==> src/rtl/irc_pkg.sv <==
// constants shared by the interrupt request control block
// assumes an 8-bit special-purpose data memory port from the core
package irc_pkg;
	localparam logic [7:0] ADDR_EDGE_CONFIG  = 8'h0a;
	localparam logic [7:0] ADDR_PRIMARY_CTRL = 8'h0b;
	localparam logic [7:0] ADDR_CONV_CTRL    = 8'h0c;

	localparam logic [7:0] RST_EDGE_CONFIG   = 8'h00;
	localparam logic [7:0] RST_PRIMARY_CTRL  = 8'h00;
	localparam logic [7:0] RST_CONV_CTRL     = 8'h00;

	localparam int BIT_EDGE_SEL_LO  = 0;
	localparam int BIT_EDGE_SEL_HI  = 1;
	localparam int BIT_TMR_FLAG     = 6;
	localparam int BIT_TICK_FLAG    = 5;
	localparam int BIT_EXT_FLAG     = 4;
	localparam int BIT_TMR_EN       = 3;
	localparam int BIT_TICK_EN      = 2;
	localparam int BIT_EXT_EN       = 1;
	localparam int BIT_GLOBAL_EN    = 0;
	localparam int BIT_CONV_FLAG    = 4;
	localparam int BIT_CONV_EN      = 0;

	localparam logic [1:0] EDGE_OFF     = 2'h0;
	localparam logic [1:0] EDGE_RISE    = 2'h1;
	localparam logic [1:0] EDGE_FALL    = 2'h2;
	localparam logic [1:0] EDGE_BOTH    = 2'h3;

	// source index, also the order of priority (0 highest)
	localparam logic [1:0] SRC_EXT      = 2'h0;
	localparam logic [1:0] SRC_TMR      = 2'h1;
	localparam logic [1:0] SRC_TICK     = 2'h2;
	localparam logic [1:0] SRC_CONV     = 2'h3;
endpackage

==> src/rtl/irc_pin_edge.sv <==
// synchroniser and selectable edge detector for the external request pin
// assumes pin is asynchronous to clk
module irc_pin_edge (
	input  wire logic       clk,
	input  wire logic       rst_n,
	input  wire logic       pin,
	input  wire logic [1:0] edge_select,
	output logic            edge_event
);
	logic sync1_reg;
	logic sync2_reg;
	logic prev_reg;
	logic event_reg;
	wire  rise_seen = sync2_reg & ~prev_reg;
	wire  fall_seen = ~sync2_reg & prev_reg;
	wire  event_next = (edge_select[0] & rise_seen) | (edge_select[1] & fall_seen);

	always_ff @(posedge clk) begin
		if (!rst_n) begin
			sync1_reg <= 1'b0;
			sync2_reg <= 1'b0;
			prev_reg  <= 1'b0;
			event_reg <= 1'b0;
		end else begin
			sync1_reg <= pin;
			sync2_reg <= sync1_reg;
			prev_reg  <= sync2_reg;
			event_reg <= event_next;
		end
	end

	assign edge_event = event_reg;
endmodule

==> src/rtl/irc_top.sv <==
// interrupt request control: flags, enables, edge config and request to the core
// assumes a one-cycle special-purpose data memory port and same-clock peripheral pulses
module irc_top (
	input  wire logic       CORE_CLK,
	input  wire logic       RST_N,
	input  wire logic [7:0] SFR_ADDR,
	input  wire logic       SFR_WR,
	input  wire logic [7:0] SFR_WDATA,
	output logic      [7:0] SFR_RDATA,
	input  wire logic       EXT_PIN,
	input  wire logic       TMR_EVENT,
	input  wire logic       TICK_EVENT,
	input  wire logic       CONV_EVENT,
	input  wire logic       IRQ_ACK,
	output logic            IRQ_REQ,
	output logic      [1:0] IRQ_SRC
);
	logic [1:0] edge_select_reg;
	logic       global_irq_enable_reg;
	logic [3:0] flag_reg;
	logic [3:0] enable_reg;
	logic [7:0] rdata_reg;
	logic       irq_reg;
	logic [1:0] src_reg;
	logic       ext_edge_event;

	irc_pin_edge u_pin_edge (
		.clk         (CORE_CLK),
		.rst_n       (RST_N),
		.pin         (EXT_PIN),
		.edge_select (edge_select_reg),
		.edge_event  (ext_edge_event)
	);

	// decode of the three registers
	wire wr_edge = SFR_WR && (SFR_ADDR == irc_pkg::ADDR_EDGE_CONFIG);
	wire wr_prim = SFR_WR && (SFR_ADDR == irc_pkg::ADDR_PRIMARY_CTRL);
	wire wr_conv = SFR_WR && (SFR_ADDR == irc_pkg::ADDR_CONV_CTRL);

	// source events indexed by source number
	wire [3:0] src_event = {CONV_EVENT, TICK_EVENT, TMR_EVENT, ext_edge_event};

	// software view of flags and enables, by source number
	wire [3:0] wr_flag_val = {SFR_WDATA[irc_pkg::BIT_CONV_FLAG], SFR_WDATA[irc_pkg::BIT_TICK_FLAG],
	                          SFR_WDATA[irc_pkg::BIT_TMR_FLAG], SFR_WDATA[irc_pkg::BIT_EXT_FLAG]};
	wire [3:0] wr_en_val   = {SFR_WDATA[irc_pkg::BIT_CONV_EN], SFR_WDATA[irc_pkg::BIT_TICK_EN],
	                          SFR_WDATA[irc_pkg::BIT_TMR_EN], SFR_WDATA[irc_pkg::BIT_EXT_EN]};
	wire [3:0] wr_sel      = {wr_conv, wr_prim, wr_prim, wr_prim};

	// service acknowledge clears the flag of the presented source
	wire [3:0] ack_clear   = (IRQ_ACK && irq_reg) ? (4'h1 << src_reg) : 4'h0;

	logic [3:0] flag_next;
	logic [3:0] enable_next;
	genvar i;
	generate
		for (i = 0; i < 4; i++) begin : g_src
			// event wins over any clear in the same cycle
			assign flag_next[i]   = src_event[i] |
			                        (wr_sel[i] ? wr_flag_val[i] : (flag_reg[i] & ~ack_clear[i]));
			assign enable_next[i] = wr_sel[i] ? wr_en_val[i] : enable_reg[i];
		end
	endgenerate

	wire service = IRQ_ACK && irq_reg;
	wire global_next = service ? 1'b0 :
	                   (wr_prim ? SFR_WDATA[irc_pkg::BIT_GLOBAL_EN] : global_irq_enable_reg);
	wire [1:0] edge_next = wr_edge ? SFR_WDATA[1:0] : edge_select_reg;

	wire [3:0] armed   = flag_next & enable_next;
	wire       irq_next = global_next && (armed != 4'h0);
	wire [1:0] src_next = armed[0] ? irc_pkg::SRC_EXT :
	                      armed[1] ? irc_pkg::SRC_TMR :
	                      armed[2] ? irc_pkg::SRC_TICK : irc_pkg::SRC_CONV;

	// read views of the registers
	wire [7:0] edge_view = {6'h00, edge_select_reg};
	wire [7:0] prim_view = {1'b0, flag_reg[1], flag_reg[2], flag_reg[0],
	                        enable_reg[1], enable_reg[2], enable_reg[0], global_irq_enable_reg};
	wire [7:0] conv_view = {3'h0, flag_reg[3], 3'h0, enable_reg[3]};
	wire [7:0] rdata_next = (SFR_ADDR == irc_pkg::ADDR_EDGE_CONFIG)  ? edge_view :
	                        (SFR_ADDR == irc_pkg::ADDR_PRIMARY_CTRL) ? prim_view :
	                        (SFR_ADDR == irc_pkg::ADDR_CONV_CTRL)    ? conv_view : 8'h00;

	always_ff @(posedge CORE_CLK) begin
		if (!RST_N) begin
			edge_select_reg       <= irc_pkg::RST_EDGE_CONFIG[1:0];
			global_irq_enable_reg <= irc_pkg::RST_PRIMARY_CTRL[irc_pkg::BIT_GLOBAL_EN];
			flag_reg              <= 4'h0;
			enable_reg            <= 4'h0;
			rdata_reg             <= 8'h00;
			irq_reg               <= 1'b0;
			src_reg               <= irc_pkg::SRC_EXT;
		end else begin
			edge_select_reg       <= edge_next;
			global_irq_enable_reg <= global_next;
			flag_reg              <= flag_next;
			enable_reg            <= enable_next;
			rdata_reg             <= rdata_next;
			irq_reg               <= irq_next;
			src_reg               <= src_next;
		end
	end

	assign SFR_RDATA = rdata_reg;
	assign IRQ_REQ   = irq_reg;
	assign IRQ_SRC   = src_reg;
endmodule

==> config.mk <==
export PLATFORM = sky130hd
export DESIGN_NAME = irc_top
export DESIGN_NICKNAME = d
export VERILOG_FILES = /design/src/rtl/irc_pkg.sv /design/src/rtl/irc_pin_edge.sv /design/src/rtl/irc_top.sv
export SDC_FILE = /design/constraint.sdc
export NUM_CORES = 1
export LEC_CHECK = 0
export BUFFER_PORTS_ARGS = -buffer_cell sky130_fd_sc_hd__buf_2
export CAP_MARGIN = 10
export CELL_PAD_IN_SITES_DETAIL_PLACEMENT = 0
export CELL_PAD_IN_SITES_GLOBAL_PLACEMENT = 1
export CORE_UTILIZATION = 39
export CTS_BUF_LIST = sky130_fd_sc_hd__clkbuf_4 sky130_fd_sc_hd__clkbuf_8 sky130_fd_sc_hd__clkbuf_16
export CTS_CLUSTER_DIAMETER = 200
export CTS_CLUSTER_SIZE = 8
export DETAILED_ROUTE_END_ITERATION = 8
export PLACE_DENSITY_LB_ADDON = 0.1
export SYNTH_ARGS = -nofsm -noshare
export SYNTH_HDL_FRONTEND = slang
export SYNTH_HIERARCHICAL = 1
export SYNTH_SLANG_ARGS = --single-unit
==> constraint.sdc <==
create_clock -name CORE_CLK -period 3.59 [get_ports CORE_CLK]
set_input_delay 0.359 -clock CORE_CLK [delete_from_list [all_inputs] [get_ports CORE_CLK]]
set_output_delay 0.359 -clock CORE_CLK [all_outputs]
set_load 0.05 [all_outputs]
==> impl_results.rst, run 1 <==
.. list-table::
   :header-rows: 1

   * - Metric
     - Value
   * - Crit path buf inv count
     - 1
   * - Cell type group with the largest total delay on the critical path
     - simple AND/OR/NAND/NOR gates
   * - Dominant synthesized flop cell
     - dfxtp_1
   * - Asr flop ratio synth
     - 0%
   * - Minimum clock period after layout
     - 1.83 ns
   * - Skew final
     - 0.00338 ns
   * - Height of the die
     - 54.4 um
   * - Leakage Power
     - 0.547 nW
   * - Worst Setup Path Type
     - input pin to flip-flop
   * - CTS tree
     - done
   * - Global routing met1 resource utilization
     - 21.4%
   * - Achievable frequency
     - 547 MHz
   * - Count of TritonRoute iterations in the first routing pass
     - 3
   * - Cts bufs inserted
     - 3
   * - Crit path cell chain
     - buf_2 -> or4bb_2 -> nor4b_1 -> and2_1
   * - Status
     - complete, no violations
   * - Yosys cell types
     - 36
   * - Vias in the first global route
     - 805
   * - Total DRC errors in the routed layout
     - 0
   * - Setup violations, final
     - 0
   * - Via total after detailed routing
     - 877
   * - Syn_nets
     - 132
   * - Core Util, Final
     - 50.2%
   * - Number of sinks on the clock net
     - 25
   * - Worst Setup Start Kind
     - input pin
   * - HPWL Detailed
     - 1.68 mm
   * - Share of cells above drive strength 1
     - 35.0%
   * - Total area of multi-input combinational cells
     - 538 um^2
   * - Gate count of the mapped netlist
     - 108
   * - Filler cells
     - 272
   * - Total number of nets in the final design
     - 165
   * - Final count of pins violating max slew
     - 0
   * - Path category of the worst min-delay check
     - input pin to flip-flop
   * - Arrival time at the worst endpoint
     - 2.10 ns
   * - Number of primary I/O pins
     - 35
   * - Total Die Area
     - 2960 um^2
   * - Total global routing overflow
     - 0
   * - Total wire length
     - 2.16 mm
   * - Yosys reg bits
     - 25
   * - H-tree depth
     - 1
   * - Cell area after synthesis
     - 1070 um^2
   * - Peak supply drop
     - 210 uV
   * - Post-CTS clock slew at the launch and capture registers of the worst setup and hold paths
     - 0.13 ns
   * - Highest cell delay on the worst timing path
     - 0.71 ns
   * - Period Utilization, post-route
     - 50.9%
   * - Final hold violation count
     - 0
   * - Average via count per standard cell
     - 5.16
   * - Total Routing Usage GR
     - 17.0%
   * - Layout overhead on the synthesized area
     - 19.4%
   * - Maximum root-to-sink buffer count
     - 2
   * - CTS Root Cell
     - clkbuf_4
   * - Routed wire per std cell
     - 12.7 um
   * - Critical Path Sink Type
     - flip-flop
   * - Antenna Diode Count
     - 0
   * - Post-synthesis area per instance
     - 9.91 um^2
   * - Final weighted congestion in routability-driven placement
     - 0.743
   * - Number of antenna-violating nets in the routed design
     - 0
   * - Slowest cell on crit path
     - or4bb_2
   * - Horizontal extent of the die
     - 54.4 um
   * - Unrepaired setup endpoints after global routing
     - no
   * - Setup TNS after final layout
     - 0 ns
   * - Post-cts hold buffer count
     - 0
   * - Met2 global-route usage
     - 28.5%
   * - Slew margin rel.
     - 51.3%
   * - Critical path peak fanout
     - 4
   * - Port bufs
     - 32
   * - Largest register FFs
     - 7
   * - Count of warnings emitted by yosys
     - 6
   * - Sequential cell area fraction in the yosys report
     - 46.8%
   * - Initial detailed-routing violation count
     - 6
   * - Worst endpoint required time
     - 3.86 ns
   * - Initial cell density of the core
     - 42.0%
   * - Cell Rows
     - 18
   * - Number of flops mapped to enable cells by yosys
     - 0
   * - Number of antenna violations at the first check in global routing
     - 0
   * - Wire length of the first global-routing pass
     - 3.50 mm
   * - Pin count of the biggest net entering global routing
     - 22
   * - Clk Latency, worst-skew pair
     - 0.32 ns
   * - Area of the core region
     - 2540 um^2
   * - Post-cts sizing count
     - 0
   * - Post-CTS Setup Repair Bufs
     - 0
   * - # Max-Cap Violations
     - 0
   * - Most heavily used metal layer in global routing
     - met2
   * - Met3 layer usage reported by global route
     - 2.50%
   * - Worst Tran Pin Value
     - 0.720 ns
   * - Sequential cell area
     - 500 um^2
   * - Cell area power density
     - 362 nW/um^2
-- path summary, 6_finish.rpt --
path / slack, ns / from / to / depth (start not counted)
setup / recovery: 1.76 / SFR_ADDR[4] / SFR_RDATA[3] / 4
hold / removal: 0.24 / EXT_PIN / u_pin_edge/sync1_reg / 2
setup reg to reg: 1.97 / IRQ_SRC[0] / IRQ_REQ / 5
hold reg to reg: 0.46 / u_pin_edge/sync1_reg / u_pin_edge/sync2_reg / 1
-- area by class of cell --
type / count / area share [%]
Inverter: 3 / 0.881
Multi-Input combinational cell: 76 / 42.1
Sequential cell: 25 / 39.2
Timing Repair Buffer: 32 / 12.5
Clock buffer: 4 / 2.35
Tap cell: 30 / 2.94
-- metrics by stage --
step,total power (W),std cells,hold slack [ns],setup slack [ns],cell area [um^2]
finish,0.000462,170,0.242,1.76,1280
global route,0.000486,170,0.234,1.69,1280
CTS,0.000468,170,0.237,1.65,1280
detailed placement,0.000335,166,0.435,1.31,1250
global placement,0.000334,166,0.430,1.44,1250
floorplan,0.000316,108,0.426,1.70,1070
-- cells in the final DEF, fill, tap and decap left out, types with 2 or more instances in the layout --
| master | synthesis | layout |
|---|---|---|
| buf_2 | 1 | 32 |
| and2_1 | 6 | 6 |
| o31a_1 | 2 | 2 |
| nand3_1 | 5 | 5 |
| o31ai_1 | 2 | 2 |
| nand4b_1 | 2 | 2 |
| nor2_1 | 2 | 2 |
| and2_2 | 5 | 5 |
| mux2i_1 | 3 | 3 |
| dfxtp_1 | 25 | 25 |
| inv_1 | 3 | 3 |
| nor2b_1 | 5 | 5 |
| a31oi_1 | 2 | 2 |
| a21oi_1 | 5 | 5 |
| a22oi_1 | 3 | 3 |
| a21boi_0 | 5 | 5 |
| clkbuf_4 | 0 | 4 |
| o211ai_1 | 2 | 2 |
| nand2_1 | 11 | 11 |
-- report_power, final --
group | internal (W) | total [W] | switching (W)
logic | 0.0000187 | 0.0000430 | 0.0000244
clock network | 0.0000510 | 0.000134 | 0.0000831
registers | 0.000283 | 0.000285 | 0.00000276
-- kinds of logic (layout without fill, tap and decap cells) --
family / Yosys count / in the layout / synth area share, %
flip-flops: 25 / 25 / 46.8
AND/OR/NAND/NOR: 47 / 47 / 29.8
other: 1 / 1 / 0.351
AO/OA/AOI/OAI: 24 / 24 / 15.9
buffers and inverters: 7 / 39 / 2.92
multiplexers: 4 / 4 / 4.21
-- metal layers --
layer / wire length (um) / up-vias
met5: 0 / -
met4: 21 / 0
met3: 89 / 4
met2: 998 / 26
met1: 1050 / 395
li1: - / 452
-- Yosys cell counts, drive strengths merged, types with 2 or more instances --
| cell type | n | share of area, % |
|---|---|---|
| dfxtp | 25 | 47 |
| and2 | 12 | 7.8 |
| nand2 | 11 | 3.9 |
| a21boi | 5 | 3.5 |
| a21oi | 5 | 2.3 |
| nand3 | 5 | 2.3 |
| nor2b | 5 | 2.9 |
| a22oi | 3 | 2.1 |
| inv | 3 | 1.1 |
| mux2i | 3 | 2.8 |
| nor2 | 3 | 1.8 |
| a31oi | 2 | 1.2 |
| and4bb | 2 | 2.3 |
| buf | 2 | 1.2 |
| clkbuf | 2 | 0.70 |
| nand4b | 2 | 1.6 |
| o211ai | 2 | 1.4 |
| o31a | 2 | 1.6 |
| o31ai | 2 | 1.4 |
Note: power is estimated with default switching activity, not from simulation.
==> run 2: changes to the inputs <==
Settings changed: CORE_UTILIZATION 39 to 36.
Clock period 3.59 ns to 1.86 ns, I/O delays scaled along.
==> run 2 against run 1 <==
Net effect:
- final cell count grew 2.9%
- wire length grew 9.6%
- cell area grew 2.4%
- total power grew 91%
- die area grew 8.0%
- sequential cell count is the same
==> impl_results.rst, run 2 (synthesis gave the netlist of run 1 again) <==
.. list-table::
   :header-rows: 1

   * - Metric
     - Value
   * - Setup violations, final
     - 0
   * - Hold Crit Endpoint
     - u_pin_edge/sync1_reg
   * - HPWL Detailed
     - 1.81 mm
   * - Post-cts sizing count
     - 0
   * - Critical Path Sink Type
     - flip-flop
   * - Number of antenna-violating nets in the routed design
     - 0
   * - Finished Layout Cells
     - 175
   * - Antenna Diode Count
     - 0
   * - Port bufs
     - 32
   * - Average via count per standard cell
     - 5.21
   * - Maximum root-to-sink buffer count
     - 2
   * - Total wire length
     - 2.36 mm
   * - Count of TritonRoute iterations in the first routing pass
     - 4
   * - Total DRC errors in the routed layout
     - 0
   * - Worst Setup Path Type
     - flip-flop to flip-flop
   * - Most common cell after layout, fill and taps aside
     - buf_2
   * - Origin of the worst setup path
     - IRQ_SRC[0]
   * - Layout Cell Area excl Fill
     - 1310 um^2
   * - Cts bufs inserted
     - 3
   * - H-tree depth
     - 1
   * - Height of the die
     - 56.5 um
   * - Status
     - complete, no violations
   * - Clk Latency, worst-skew pair
     - 0.32 ns
   * - Reg-to-Reg Start
     - IRQ_SRC[0]
   * - Total number of nets in the final design
     - 169
   * - Worst endpoint required time
     - 2.08 ns
   * - Terminus of the critical flop-to-flop path
     - IRQ_REQ
   * - Cell Rows
     - 19
   * - Critical path peak fanout
     - 4
   * - Peak supply drop
     - 392 uV
   * - Cell count after placement
     - 171
   * - # Max-Cap Violations
     - 0
   * - Post-CTS clock slew at the launch and capture registers of the worst setup and hold paths
     - 0.14 ns
   * - Vias in the first global route
     - 841
   * - Layout overhead on the synthesized area
     - 22.3%
   * - Skew final
     - 0.00374 ns
   * - Post-CTS Setup Repair Bufs
     - 0
   * - Depth of the worst hold-timing path
     - 2
   * - Period Utilization, post-route
     - 85.9%
   * - Horizontal extent of the die
     - 56.5 um
   * - Worst Setup Start Kind
     - flip-flop
   * - CTS Root Cell
     - clkbuf_4
   * - Wire length of the first global-routing pass
     - 3.78 mm
   * - Path category of the worst min-delay check
     - input pin to flip-flop
   * - Final weighted congestion in routability-driven placement
     - 0.759
   * - Number of sinks on the clock net
     - 25
   * - Total global routing overflow
     - 0
   * - Critical hold path startpoint
     - EXT_PIN
   * - Final hold violation count
     - 0
   * - CTS tree
     - done
   * - Total power after layout
     - 0.000884 W
   * - Largest register FFs
     - 7
   * - Initial cell density of the core
     - 38.5%
   * - Worst reg-to-reg path cell count
     - 5
   * - Post-cts hold buffer count
     - 0
   * - Unrepaired setup endpoints after global routing
     - no
   * - Routed wire per std cell
     - 13.5 um
   * - Share of cells above drive strength 1
     - 38.2%
   * - Area of the core region
     - 2780 um^2
   * - Final count of pins violating max slew
     - 0
   * - Number of primary I/O pins
     - 35
   * - Worst reg-to-reg setup slack
     - 0.26 ns
   * - Total Die Area
     - 3190 um^2
   * - Leading cell types in the layout, fill and taps excluded
     - 32 x buf_2, 23 x dfxtp_1, 11 x nand2_1, 6 x and2_1
   * - Area post-placement
     - 1280 um^2
   * - Minimum clock period after layout
     - 1.60 ns
   * - Final worst setup slack
     - 0.262 ns
   * - Arrival time at the worst endpoint
     - 1.81 ns
   * - Via total after detailed routing
     - 912
   * - Pin count of the biggest net entering global routing
     - 22
   * - Total Routing Usage GR
     - 15.5%
   * - Leakage Power
     - 0.567 nW
   * - Setup TNS after final layout
     - 0 ns
   * - Number of antenna violations at the first check in global routing
     - 0
   * - Cell area power density
     - 675 nW/um^2
   * - Initial detailed-routing violation count
     - 13
   * - Achievable frequency
     - 626 MHz
   * - Pre-CTS setup slack
     - -0.00186 ns
run 2: cell types whose count changed in the layout (fill, tap and decap cells not counted), sizes merged:
cell,before,now
clkinv,0,1
buf,32,36
clkbuf,4,3
run 2: area by class of cell:
cell class / instances / area (um^2)
clock buffers: 3 / 22.5
clock inverters: 1 / 5.00
fillers: 284 / 1470
inverters: 3 / 11.3
multi-input cells: 76 / 538
flip-flops and latches: 25 / 503
well taps: 31 / 38.8
repair buffers: 36 / 190
run 2: worst max path at each step:
stage / to / slack [ns] / cells past startpoint
after floorplan: IRQ_REQ / 0.15 / 5
after global placement: IRQ_REQ / 0.01 / 7
after detailed placement: IRQ_REQ / -0.002 / 7
after CTS: IRQ_REQ / 0.25 / 5
after global routing: IRQ_REQ / 0.17 / 5
final: IRQ_REQ / 0.26 / 5
run 2: routing by layer:
layer  global-route usage, %  part of all wire, %
met4                    6.27                  1.3
met5                       0                    0
met2                    24.2                   46
met3                    2.76                  4.7
met1                    21.0                   48
run 2: through the flow:
| step | utilization, % | hold WS [ns] |
|---|---|---|
| after floorplan | - | 0.314 |
| after global placement | 46.1 | 0.402 |
| after detailed placement | 46.1 | 0.408 |
| after CTS | 47.1 | 0.0715 |
| after global routing | 47.1 | 0.0599 |
| final | 47.1 | 0.0684 |
run 2: report_power, final:
part	switching (W)	internal, W
Combinational	0.0000486	0.0000382
Clock	0.000165	0.0000806
Sequential	0.00000610	0.000546
run 2: critical path, stage by stage, from the launching register on:
cell and delay, ns:
dfxtp_2 0.38, inv_1 0.06, o31a_1 0.28, a21o_2 0.23, and2_4 0.14, o41a_1 0.40
